<file path="config.mk">
export PLATFORM = sky130hd
export DESIGN_NAME = branch_bitset_exec
export DESIGN_NICKNAME = d
export VERILOG_FILES = /design/src/branch_bitset_pkg.sv /design/src/bit_set_unit.sv /design/src/branch_bitset_exec.sv
export SDC_FILE = /design/constraint.sdc
export NUM_CORES = 1
export LEC_CHECK = 0
export BUFFER_PORTS_ARGS = -buffer_cell sky130_fd_sc_hd__clkbuf_2
export CAP_MARGIN = 10
export CORE_MARGIN = 2
export CORE_UTILIZATION = 45
export DETAILED_ROUTE_END_ITERATION = 10
export GPL_ROUTABILITY_DRIVEN = 1
export PLACE_DENSITY = 0.66
export SYNTH_ARGS = -nofsm -noshare
export SYNTH_HDL_FRONTEND = slang
export SYNTH_SLANG_ARGS = --single-unit
</file>
<file path="constraint.sdc">
create_clock -name clk_in -period 7 [get_ports clk_in]
set_input_delay 0.7 -clock clk_in [delete_from_list [all_inputs] [get_ports clk_in]]
set_output_delay 0.7 -clock clk_in [all_outputs]
set_load 0.05 [all_outputs]
</file>
<file path="src/branch_bitset_pkg.sv">
package branch_bitset_pkg;
   // opcode fields of the four instructions
   localparam logic [3:0] op_hi_cond = 4'he; // conditional branch top nibble
   localparam logic [3:0] op_carry_clr = 4'h3; // second nibble, carry test
   localparam logic [3:0] op_neg_clr = 4'h7; // second nibble, negative test
   localparam logic [4:0] op_bra_pfx = 5'h1a; // 1101 then 0
   localparam logic [3:0] op_bitset = 4'h8; // bit-set prefix
   localparam int pos_bit_hi = 11; // bit number field top
   localparam int pos_bit_lo = 9; // bit number field bottom
   localparam int pos_access = 8; // access bit position
   localparam logic [7:0] idx_limit = 8'h5f; // indexed literal offset upper address
   localparam logic [3:0] access_hi_bank = 4'hf; // access bank upper half bank
   localparam logic [7:0] access_split = 8'h60; // access bank split point
   localparam logic [20:0] pc_step = 21'h000002; // one instruction word in bytes
   localparam logic [20:0] pc_reset = 21'h000000; // program counter after reset
   localparam logic [1:0] q_last = 2'h3; // last quarter phase index, q4
   typedef enum logic [1:0] {st_exec, st_nop} exec_state_t;
endpackage

</file>
<file path="src/bit_set_unit.sv">
`timescale 1ns/1ps
`default_nettype none
// read-modify-write of one register bit, staged over q2..q4
module bit_set_unit
   import branch_bitset_pkg::*;
(
   input wire logic clk_in,
   input wire logic resetn_in,
   input wire logic start_in, // pulse in q2 of a bit-set cycle
   input wire logic [1:0] quarter_in, // current quarter phase
   input wire logic [2:0] bit_sel_in, // bit to set
   input wire logic [7:0] rd_data_in, // data read from the addressed register
   output logic rd_en_out, // read strobe, q2
   output logic wr_en_out, // write strobe, q4
   output logic [7:0] wr_data_out // modified byte
);
   typedef struct packed {
      logic busy; // instruction in flight
      logic [2:0] bsel; // latched bit number
      logic [7:0] data; // byte being modified
      logic wr; // write strobe
   } rmw_t;
   rmw_t cur_ff, nxt_cur;

   // one-hot mask of the chosen bit
   function automatic logic [7:0] bit_mask(input logic [2:0] b);
      bit_mask = 8'h01 << b;
   endfunction

   // stage progression across quarters; start arrives in q2 with the read strobe
   always_comb begin
      nxt_cur = cur_ff;
      nxt_cur.wr = 1'b0;
      if (start_in) begin
         nxt_cur.busy = 1'b1;
         nxt_cur.bsel = bit_sel_in;
         nxt_cur.data = rd_data_in; // capture read value at the end of q2
      end else if (cur_ff.busy && quarter_in == 2'h2) begin
         nxt_cur.data = cur_ff.data | bit_mask(cur_ff.bsel); // modify in q3
         nxt_cur.wr = 1'b1; // write back in q4
      end else if (cur_ff.busy && quarter_in == q_last) begin
         nxt_cur.busy = 1'b0;
      end
   end

   // state register
   always_ff @(posedge clk_in or negedge resetn_in) begin
      if (!resetn_in) begin
         cur_ff <= '0;
      end else begin
         cur_ff <= nxt_cur;
      end
   end

   // read strobe is the start pulse itself, so it stands for the whole of q2
   assign rd_en_out = start_in;
   assign wr_en_out = cur_ff.wr;
   assign wr_data_out = cur_ff.data;
endmodule // bit_set_unit
`default_nettype wire

</file>
<file path="src/branch_bitset_exec.sv">
`timescale 1ns/1ps
`default_nettype none
module branch_bitset_exec
   import branch_bitset_pkg::*;
(
   input wire logic clk_in,
   input wire logic resetn_in,
   input wire logic [15:0] instr_in, // instruction word, valid in q1
   input wire logic instr_valid_in, // instruction present this cycle
   input wire logic carry_in, // carry status flag
   input wire logic negative_in, // negative status flag
   input wire logic ext_set_in, // extended instruction set enabled
   input wire logic [3:0] bank_select_value_in, // bank select register
   input wire logic [11:0] index_base_in, // indexed pointer base
   input wire logic [7:0] rd_data_in, // data memory read value
   output logic [20:0] pc_out, // program counter
   output logic [1:0] quarter_out, // current quarter phase
   output logic nop_cycle_out, // second cycle of a taken branch
   output logic [11:0] data_addr_out, // data memory address
   output logic rd_en_out, // data memory read strobe
   output logic wr_en_out, // data memory write strobe
   output logic [7:0] wr_data_out, // data memory write value
   output logic status_we_out // status write, held low
);
   typedef struct packed {
      exec_state_t st; // executing or forced nop
      logic [1:0] q; // quarter counter
      logic [20:0] pc; // program counter
      logic [20:0] here; // address of instruction in decode
      logic [20:0] target; // computed branch target
      logic take; // branch decision
      logic [11:0] addr; // latched data address
      logic bs_start; // kick the bit-set unit
      logic [2:0] bsel; // latched bit number
      logic [10:0] offs; // word offset of the branch in decode
   } core_t;
   core_t cur_ff, nxt_cur;

   // sign-extend word offset, double it, add to pc plus one word
   function automatic logic [20:0] rel_target(input logic [20:0] pc, input logic [10:0] n);
      logic [20:0] off;
      off = {{9{n[10]}}, n, 1'b0};
      rel_target = pc + pc_step + off;
   endfunction

   // data address of the bit-set operand
   function automatic logic [11:0] bitset_addr(input logic a, input logic [7:0] f,
                                                input logic ext, input logic [3:0] bank,
                                                input logic [11:0] base);
      if (!a && ext && f <= idx_limit)
         bitset_addr = base + {4'h0, f}; // indexed literal offset
      else if (a)
         bitset_addr = {bank, f}; // bank select chooses bank
      else if (f >= access_split)
         bitset_addr = {access_hi_bank, f}; // access bank upper half
      else
         bitset_addr = {4'h0, f}; // access bank lower half
   endfunction

   logic is_bnc, is_bnn, is_bra, is_bsf;
   // opcode decode
   always_comb begin
      is_bnc = instr_in[15:12] == op_hi_cond && instr_in[11:8] == op_carry_clr;
      is_bnn = instr_in[15:12] == op_hi_cond && instr_in[11:8] == op_neg_clr;
      is_bra = instr_in[15:11] == op_bra_pfx;
      is_bsf = instr_in[15:12] == op_bitset;
   end

   // quarter sequencing, branch decision and pc update
   always_comb begin
      nxt_cur = cur_ff;
      nxt_cur.bs_start = 1'b0;
      nxt_cur.q = cur_ff.q + 2'h1;
      if (cur_ff.q == 2'h0) begin
         // q1: decode
         nxt_cur.take = 1'b0;
         nxt_cur.here = cur_ff.pc;
         if (cur_ff.st == st_exec && instr_valid_in) begin
            if (is_bnc) begin
               nxt_cur.take = !carry_in;
               nxt_cur.offs = {{3{instr_in[7]}}, instr_in[7:0]};
               nxt_cur.target = rel_target(cur_ff.pc, {{3{instr_in[7]}}, instr_in[7:0]});
            end else if (is_bnn) begin
               nxt_cur.take = !negative_in;
               nxt_cur.offs = {{3{instr_in[7]}}, instr_in[7:0]};
               nxt_cur.target = rel_target(cur_ff.pc, {{3{instr_in[7]}}, instr_in[7:0]});
            end else if (is_bra) begin
               nxt_cur.take = 1'b1;
               nxt_cur.offs = instr_in[10:0];
               nxt_cur.target = rel_target(cur_ff.pc, instr_in[10:0]);
            end else if (is_bsf) begin
               nxt_cur.bs_start = 1'b1;
               nxt_cur.bsel = instr_in[pos_bit_hi:pos_bit_lo];
               nxt_cur.addr = bitset_addr(instr_in[pos_access], instr_in[7:0], ext_set_in,
                                          bank_select_value_in, index_base_in);
            end
         end
      end else if (cur_ff.q == q_last) begin
         // q4: write pc, then choose next cycle kind
         case (cur_ff.st)
            st_exec: begin
               if (cur_ff.take) begin
                  nxt_cur.pc = cur_ff.target;
                  nxt_cur.st = st_nop;
               end else begin
                  nxt_cur.pc = cur_ff.pc + pc_step;
               end
            end
            st_nop: begin
               nxt_cur.st = st_exec; // flushed cycle over
            end
            default: begin
               nxt_cur.st = st_exec;
            end
         endcase
      end
   end

   // state register
   always_ff @(posedge clk_in or negedge resetn_in) begin
      if (!resetn_in) begin
         cur_ff <= '{st: st_exec, q: 2'h0, pc: pc_reset, here: pc_reset,
                     target: pc_reset, take: 1'b0, addr: 12'h000, bs_start: 1'b0,
                     bsel: 3'h0, offs: 11'h000};
      end else begin
         cur_ff <= nxt_cur;
      end
   end

   // read-modify-write engine
   bit_set_unit u_bitset (
      .clk_in(clk_in),
      .resetn_in(resetn_in),
      .start_in(cur_ff.bs_start),
      .quarter_in(cur_ff.q),
      .bit_sel_in(cur_ff.bsel),
      .rd_data_in(rd_data_in),
      .rd_en_out(rd_en_out),
      .wr_en_out(wr_en_out),
      .wr_data_out(wr_data_out)
   );

   assign pc_out = cur_ff.pc;
   assign quarter_out = cur_ff.q;
   assign nop_cycle_out = cur_ff.st == st_nop;
   assign data_addr_out = cur_ff.addr;
   assign status_we_out = 1'b0;
endmodule // branch_bitset_exec
`default_nettype wire

</file>
======== Word-level counts from Yosys, hierarchy flattened ========
Index checks and enable logic that the tools add are counted.
cells by class
  add/subtract/negate cells ............... 5
  $lt $le $gt $ge ......................... 2
  equality and inequality tests ........... 10
  shift-type cells ........................ 1
  muxes and demuxes ....................... 24
  bitwise operators ....................... 5
  reductions and logical operators ........ 20
operator list
  kind                                                                number
  2-to-1 mux 22 bit                                                   3
  2-to-1 mux 16 bit                                                   4
  adder 21 bit                                                        2
  2-to-1 mux 12 bit                                                   3
  2-to-1 mux 11 bit                                                   3
  2-to-1 mux 28 bit                                                   1
  adder 21 x 2 -> 21 bit (second input constant)                      1
  2-to-1 mux 21 bit                                                   1
  2-to-1 mux 15 bit                                                   1
  adder 12 x 8 -> 12 bit                                              1
  2-to-1 mux 9 bit                                                    1
  AND reduction 3 bit                                                 3
  == test 4 bit (second input constant)                               2
  greater-or-equal comparator 8 x 7 -> 1 bit (second input constant)  1
  <= comparator 8 x 7 -> 1 bit (second input constant)                1
  2-to-1 mux 8 bit                                                    1
  bitwise OR 8 bit                                                    1
  << shifter 1 x 3 -> 8 bit (first input constant)                    1
  logical AND 1 bit                                                   7
  AND reduction 6 bit                                                 1
  == test 5 bit (second input constant)                               1
  == test 2 bit (second input constant)                               2
  == test 4 x 2 -> 1 bit (second input constant)                      1
  == test 4 x 3 -> 1 bit (second input constant)                      1
  other kinds (11)                                                    23
storage, ports and cells
  flip-flop bits (word level) ............. 87
  input bits .............................. 46
  output and inout bits ................... 47
  word-level logic and storage cells ...... 80

======== Longest topological paths before layout ========
Gate-level depths: netlist of run 1.
  depth in word-level cells ............... 10
  mapped depth ............................ 15
  depth with buffers taken out ............ 15

======== Cells and area by module ========
Synthesis of run 1 repeated with hierarchy kept, for this count alone.
second synthesis, totals
  cells, all modules ...................... 690
  area total of the unflattened synthesis .. 5944.5 µm²
by module, submodules not included
  module              instances  cells an instance  area an instance (µm²)  sequential area each (µm²)
  branch_bitset_exec  1          638                5306.3                  1551.5
  bit_set_unit        1          52                 638.1                   325.3

======== Least setup slack after synthesis of run 1 ========
Ideal clock, no wire load.
  path kind ............................... reg-to-reg
  from .................................... register cur_ff (netlist bit pc_out[1])
  to ...................................... register cur_ff[48] (netlist bit)
  library setup time ...................... 127 ps
  arrival time ............................ 3132 ps
  required time ........................... 6873 ps
  setup slack ............................. 3741 ps
  cell stages (with the launch flop) ...... 16
  buffers on the path ..................... 0
  period minus slack after synthesis ...... 3259 ps
  cell sequence ........................... dfrtp_1 -> ha_1 -> nand2_1 -> nor3_1 -> nand2_1 -> nor2_1 -> nand3_1 -> xnor2_1 -> ha_1 -> and3_1 -> a221o_1 -> a21oi_1 -> o31ai_1 -> xnor2_1 -> a22oi_1 -> o21ai_1
between the ends
  word-level cells in the longest chain between the ends .. 5
  elaborated cells on any way between the ends .. 6
  classes of those cells .................. add/sub (3); mux (3)
RTL lines
  element                   line                       text
  from (decl)               branch_bitset_exec.sv:37   core_t cur_ff, nxt_cur;
  from (signal assigned)    branch_bitset_exec.sv:122  cur_ff <= '{st: st_exec, q: 2'h0, pc: pc_reset, here: pc_reset,
  from (signal assigned)    branch_bitset_exec.sv:126  cur_ff <= nxt_cur;
  adder 21 x 2 -> 21 bit *  branch_bitset_exec.sv:43   rel_target = pc + pc_step + off;
  adder 21 bit              branch_bitset_exec.sv:43
  2-to-1 mux 22 bit         branch_bitset_exec.sv:87   end else if (is_bra) begin
  2-to-1 mux 22 bit         branch_bitset_exec.sv:83   end else if (is_bnn) begin
  2-to-1 mux 22 bit *       branch_bitset_exec.sv:79   if (is_bnc) begin
Every way passes the cells marked *; elsewhere a longest branch is shown, timed or not. The select of a mux whose other input is x is not followed.
A chain may end at the register's enable or synchronous reset.

======== Worst setup path in the final report of run 1 ========
Same ends and word-level chain as after synthesis.

==> impl_metrics.ini, run 1 <==
[synth]
synth_flop_cell = dfrtp_1
synth.distinct_cells = 64
synth_edf_count = 0
seq_area_frac_synth_pct = 31.98
syn-num-nets = 778
synthArstFlopShare_pct = 100.0
ys_top_cells_by_area = dfrtp_1, ha_1, buf_4, nand2_1, o21ai_1
yosys_register_bits = 75
synth.top_cell.area_share_pct = 31.98
synth_warnings = 0
synthCells = 687
synth_top_area_cell = dfrtp_1
synth_area_um2 = 5869
syn_avg_cell_area_um2 = 8.543

[die]
io-pin-count = 93
die_area_um2 = 13970
fp.dieH_um = 118.2
start_util_pct = 46.32
die_w_um = 118.2
fp.coreArea_um2 = 12670
fp-row-count = 41

[worst_setup_path]
endpoint_kind = register
r2r_end = cur_ff[48]$_DFFE_PN0P_
crit_type = reg -> reg
reg2reg_depth = 15
critPathRequiredTime_ns = 7.23
r2r_slack_ns = 3.22
r2r_start = pc_out[1]$_DFFE_PN0P_
critical_path_arrival_ns = 4.00
critPathLaunchType = register
critPathMaxFanout = 6
worstSetupStartpoint = pc_out[1]$_DFFE_PN0P_

[timing]
slew_viol_final = 0
rsz0062_at_grt = no
fin_crit_ns = 3.775
layout_worst_path_cycle_share_pct = 53.94
worst_slack_ns = 3.225
max_freq_mhz = 264.9
finalHoldViolations = 0
setup_viol = 0
tns_ns = 0
fin_worst_skew_ns = 0.008266
worst_pin_slew_ns = 1.062
slew_headroom_pct = 29.19

[place]
port_buffers = 91
hpwl_um = 11190
dp_slack_ns = 3.255
gp_congestion = 0.9707

[min_path]
hold_path_class = reg -> reg
hold_path.startpoint = u_bitset.cur_ff[12]$_DFFE_PN0P_
whs_endpoint = u_bitset.cur_ff[12]$_DFFE_PN0P_
holdPathStages = 1

[cts]
holdBufCountCts = 0
cts.clk_slew.worst_paths_ns = 0.07
cts_buffers = 9
cts_tree = yes
ctsLongestPathBuffers = 2
cts_sinks = 75
postCtsSetupRepairBufs = 0
cts_resized = 0
insertion_delay_ns = 0.34
htree_levels = 3
clockRootBuffer = clkbuf_16

[pwr]
power_density_nw_per_um2 = 232.1
leakagePower_uw = 0.003122
p_total_uw = 1500
peakVddDrop_mv = 0.1155

[routing]
drt_iter0_drc = 478
wl_per_cell_um = 16.57
drcViolationCount = 0
routed_wl_um = 14890
num_vias = 5076
ant_nets = 0
drt-vias-per-instance = 5.646
first_pass_iters = 5

[global_routing]
grt_pass1_vias = 4886
grt_antenna_before_repair = 0
grt_max_degree = 76
grt_pass1_wl_um = 24610
track_usage_pct = 21.69
grt_overflow = 0

[job]
cap_violations = 0

[layout]
postLayoutCoreUtil_pct = 51.00
insertedDiodeCount = 0
drive_gt1_share_pct = 17.19
syn_to_final_growth_pct = 10.10
num-nets-final = 813

[status]
run_status = finished, final reports clean
-- critical path, stage by stage, from the launching register on --
cell and delay (ns):
dfrtp_1 0.44, ha_1 0.29, nand2_1 0.13, nor3_1 0.47
nand2_1 0.11, nor2_1 0.33, nand3_1 0.17, xnor2_1 0.24
ha_1 0.33, and3_1 0.21, a221o_1 0.35, a21oi_1 0.14
o31ai_1 0.09, xnor2_1 0.14, a22oi_1 0.14, o21ai_1 0.09
-- cell usage in the layout (no fill, tap or decap), types with 9 or more instances in the layout --
cell / netlist / layout
nor2b_1: 9 / 9
mux2i_1: 19 / 19
inv_1: 19 / 19
dfrtp_1: 75 / 75
a22oi_1: 14 / 14
nand2b_1: 9 / 9
clkbuf_16: 0 / 9
ha_1: 43 / 43
xor2_1: 23 / 23
nand2_1: 86 / 86
nand3_1: 16 / 16
a21o_1: 17 / 17
o21ai_0: 16 / 16
o21ai_1: 53 / 53
a21oi_1: 45 / 45
nor2_1: 40 / 40
xnor2_1: 29 / 29
clkbuf_2: 0 / 90
nor3_1: 11 / 11
-- metrics by stage --
stage | hold WS [ns] | instances | area (um^2)
after floorplan | 0.4044 | 687 | 5869
after global placement | 0.4537 | 882 | 6126
after detailed placement | 0.4648 | 882 | 6126
after CTS | 0.4771 | 898 | 6435
after global routing | 0.4992 | 899 | 6462
final | 0.4717 | 899 | 6462
-- cell families after synthesis --
| kind of cell | share of synthesized area [%] |
|---|---|
| AOI/OAI and AO/OA | 21.42 |
| xor gates and xnor gates | 7.759 |
| adders and majority gates | 9.849 |
| buffers and inverters | 8.570 |
| DFF | 31.98 |
| muxes | 4.008 |
| other | 0.06389 |
| and+or+nand+nor | 16.35 |
-- layer usage --
layer | vias to the layer above | global-route usage, % | share of wire (%)
met2 | 161 | 32.70 | 44
met4 | 0 | 7.681 | 1.6
li1 | 2473 | - | -
met3 | 21 | 2.703 | 5.7
met5 | - | 0 | 0
met1 | 2421 | 31.89 | 48
-- worst max path at each step --
| stage | endpoint | slack [ns] | cells past startpoint |
|---|---|---|---|
| 2_1_floorplan | cur_ff[48]$_DFFE_PN0P_ | 3.74 | 15 |
| 3_3_place_gp | cur_ff[48]$_DFFE_PN0P_ | 3.42 | 15 |
| 3_5_place_dp | cur_ff[48]$_DFFE_PN0P_ | 3.26 | 15 |
| 4_1_cts | cur_ff[48]$_DFFE_PN0P_ | 3.25 | 15 |
| 5_1_grt | cur_ff[48]$_DFFE_PN0P_ | 2.86 | 15 |
| 6_report | cur_ff[48]$_DFFE_PN0P_ | 3.22 | 15 |
-- cell type report --
cell class                      instances  area [um^2]
Clock buffer                            9        225.2
Tap cell                              172        215.2
Clock inverter                          7        83.83
Inverter                               21        78.83
Sequential cell                        75         1877
Timing Repair Buffer                   93        493.0
Fill cell                            1219         6208
Multi-Input combinational cell        522         3490
-- cell usage after synthesis (all sizes together) (2+ instances only) --
| library cell | instances |
|---|---|
| and3 | 6 |
| nand2 | 86 |
| clkbuf | 21 |
| a22oi | 14 |
| a21oi | 47 |
| fa | 2 |
| o41ai | 2 |
| xnor2 | 29 |
| a41oi | 3 |
| mux2 | 4 |
| nand4 | 7 |
| nand3 | 16 |
| or2 | 3 |
| o21ai | 69 |
| and2 | 2 |
| inv | 21 |
| o21a | 3 |
| nand2b | 9 |
| o31a | 2 |
| a2111oi | 2 |
| ha | 43 |
| and4 | 3 |
| xor2 | 23 |
| a31oi | 6 |
| a211o | 4 |
| o22ai | 2 |
| o2bb2ai | 2 |
| dfrtp | 75 |
| nor2b | 9 |
| o211ai | 4 |
| nor2 | 40 |
| nor4 | 3 |
| a21o | 17 |
| nor3 | 12 |
| o31ai | 8 |
| mux2i | 19 |
| a221o | 2 |
| or3 | 3 |
| a211oi | 3 |
| buf | 48 |
| o21bai | 2 |
-- power by group --
| group | switching (uW) | internal [uW] | leakage (uW) | total, uW |
|---|---|---|---|---|
| sequential | 44.6 | 476 | 0.000974 | 520 |
| clock | 209 | 283 | 0.000149 | 492 |
| combinational | 319 | 168 | 0.00200 | 488 |
| total | 573 | 927 | 0.00312 | 1500 |
-- state kept, by name, indices dropped and copies added, names as in the netlist --
name                  count
cur_ff                   27
data_addr_out            12
u_bitset.wr_en_out        1
u_bitset.wr_data_out      8
u_bitset.cur_ff           4
quarter_out               2
pc_out                   21
Note: power is estimated with default switching activity, not from simulation.
==> run 2: changes to the inputs <==
- PLACE_DENSITY: 0.66 -> 0.68
- clock period: 7 -> 3.07 ns (I/O delays scaled with it)
==> impl_metrics.ini, run 2 (same netlist as run 1, synthesis figures left out) <==
[layout]
postLayoutCoreUtil_pct = 63.39
num-nets-final = 949
insertedDiodeCount = 0
most-common-layout-cells = buf_4, clkbuf_2, nand2_1, dfrtp_1, o21ai_1
final_common_cell = buf_4
fin_cells = 1035
fill_cells = 1081
syn_to_final_growth_pct = 36.84
drive_gt1_share_pct = 38.70
largest-register = cur_ff
largest_reg_flops = 27

[global_routing]
track_usage_pct = 25.10
grt_overflow = 0
grt_max_degree = 76
grt_pass1_vias = 5492
grt_pass1_wl_um = 28130
grt_antenna_before_repair = 0

[routing]
drcViolationCount = 0
drt-vias-per-instance = 5.553
wl_per_cell_um = 17.29
first_pass_iters = 5
drt_iter0_drc = 490
ant_nets = 0
num_vias = 5747
routed_wl_um = 17890

[die]
die_area_um2 = 13970
io-pin-count = 93
start_util_pct = 46.32
fp.coreArea_um2 = 12670
fp.dieH_um = 118.2
fp-row-count = 41
die_w_um = 118.2

[timing]
slew_viol_final = 0
fin_crit_ns = 3.216
max_freq_mhz = 311.0
setup_viol = 6
slew_headroom_pct = 34.06
whs_ns = 0.1049
layout_worst_path_cycle_share_pct = 104.7
rsz0062_at_grt = yes
worst_slack_ns = -0.1456
fin_worst_skew_ns = 0.007611
finalHoldViolations = 0
worst_pin_slew_ns = 0.9891

[worst_setup_path]
critPathLaunchType = register
crit_slowest_cell = dfrtp_2
critical_path.top_delay_family = simple AND/OR/NAND/NOR gates
critPathRequiredTime_ns = 3.28
crit_buf_inv = 2
max_stage_delay_ns = 0.43
worstPathCellList = nand3_4 -> nor3_4 -> and4_4 -> and2_4 -> buf_4 -> nand3_4 -> xnor2_4 -> ha_4 -> buf_4 -> a21o_1 -> a21o_1 -> a21oi_2 -> o21ai_1 -> xnor2_1 -> o221ai_1
r2r_start = pc_out[1]$_DFFE_PN0P_
critPathMaxFanout = 4
critical_path_arrival_ns = 3.43
worstSetupStartpoint = pc_out[1]$_DFFE_PN0P_
crit_type = reg -> reg
endpoint_kind = register

[pwr]
power_density_nw_per_um2 = 486.3
leakagePower_uw = 0.003941
peakVddDrop_mv = 0.3037

[status]
run_status = finished with violations
violations = setup timing

[place]
numPlacedInstances = 995
gp_congestion = 0.8781
port_buffers = 91
hpwl_um = 12720

[job]
cap_violations = 0

[cts]
ctsLongestPathBuffers = 2
cts_tree = yes
insertion_delay_ns = 0.35
cts_sinks = 75
cts.clk_slew.worst_paths_ns = 0.07
htree_levels = 3
cts_buffers = 9
holdBufCountCts = 0
clockRootBuffer = clkbuf_16

[min_path]
hold_path_class = in -> async
-- run 2: worst paths after layout --
| kind | to | slack, ns | depth (start not counted) |
|---|---|---|---|
| worst min register to register | cur_ff[28]$_DFFE_PN0P_ | 0.47 | 2 |
| worst max register to register | cur_ff[47]$_DFFE_PN0P_ | -0.15 | 15 |
| worst min-delay path | data_addr_out[7]$_DFFE_PN0P_ | 0.10 | 1 |
| worst max-delay path | cur_ff[47]$_DFFE_PN0P_ | -0.15 | 15 |
| min in group clk_in | u_bitset.wr_data_out[1]$_DFFE_PN0P_ | 0.19 | 3 |
| max in group asynchronous | pc_out[3]$_DFFE_PN0P_ | 2.26 | 1 |
-- run 2: power by group --
group | switching (uW) | internal [uW] | total (uW)
Combinational | 922 | 751 | 1670
Clock | 482 | 563 | 1050
Sequential | 98.7 | 1090 | 1190
Total | 1500 | 2400 | 3910
-- run 2: routing by layer --
metal | vias to the layer above | GRT usage [%] | wire, um
met2 | 191 | 40.17 | 8552
met3 | 22 | 3.909 | 1060
met5 | - | 0 | 0
li1 | 2750 | - | -
met1 | 2784 | 35.42 | 8044
met4 | 0 | 6.476 | 233
-- run 2: what timing repair did --
| action | in CTS | in global routing |
|---|---|---|
| gates resized for setup | 36 | 53 |
| buffers inserted | 13 | 11 |
| pin swaps | 23 | 42 |
| setup endpoints to repair | 10 | 11 |
-- run 2: layout make-up --
type                    instances  area [um^2]  share of cell area [%]
clock buffers                   9        225.2                   2.804
multi-input cells             522         4049                   50.41
well taps                     172        215.2                   2.680
repair buffers                229         1524                   18.97
inverters                      21        78.83                  0.9815
flip-flops and latches         75         1881                   23.41
clock inverters                 7        58.81                  0.7322
-- run 2: stage by stage --
stage	TNS, ns	power (uW)	setup WS (ns)	area [um^2]
CTS	-0.3008	3747	-0.08042	7607
global placement	-0.8095	2533	-0.2260	7039
detailed placement	-1.375	2572	-0.2667	7039
floorplan	0	2121	0.003481	5934
global route	-1.847	4109	-0.2963	8031
finish	-0.6222	3905	-0.1456	8031
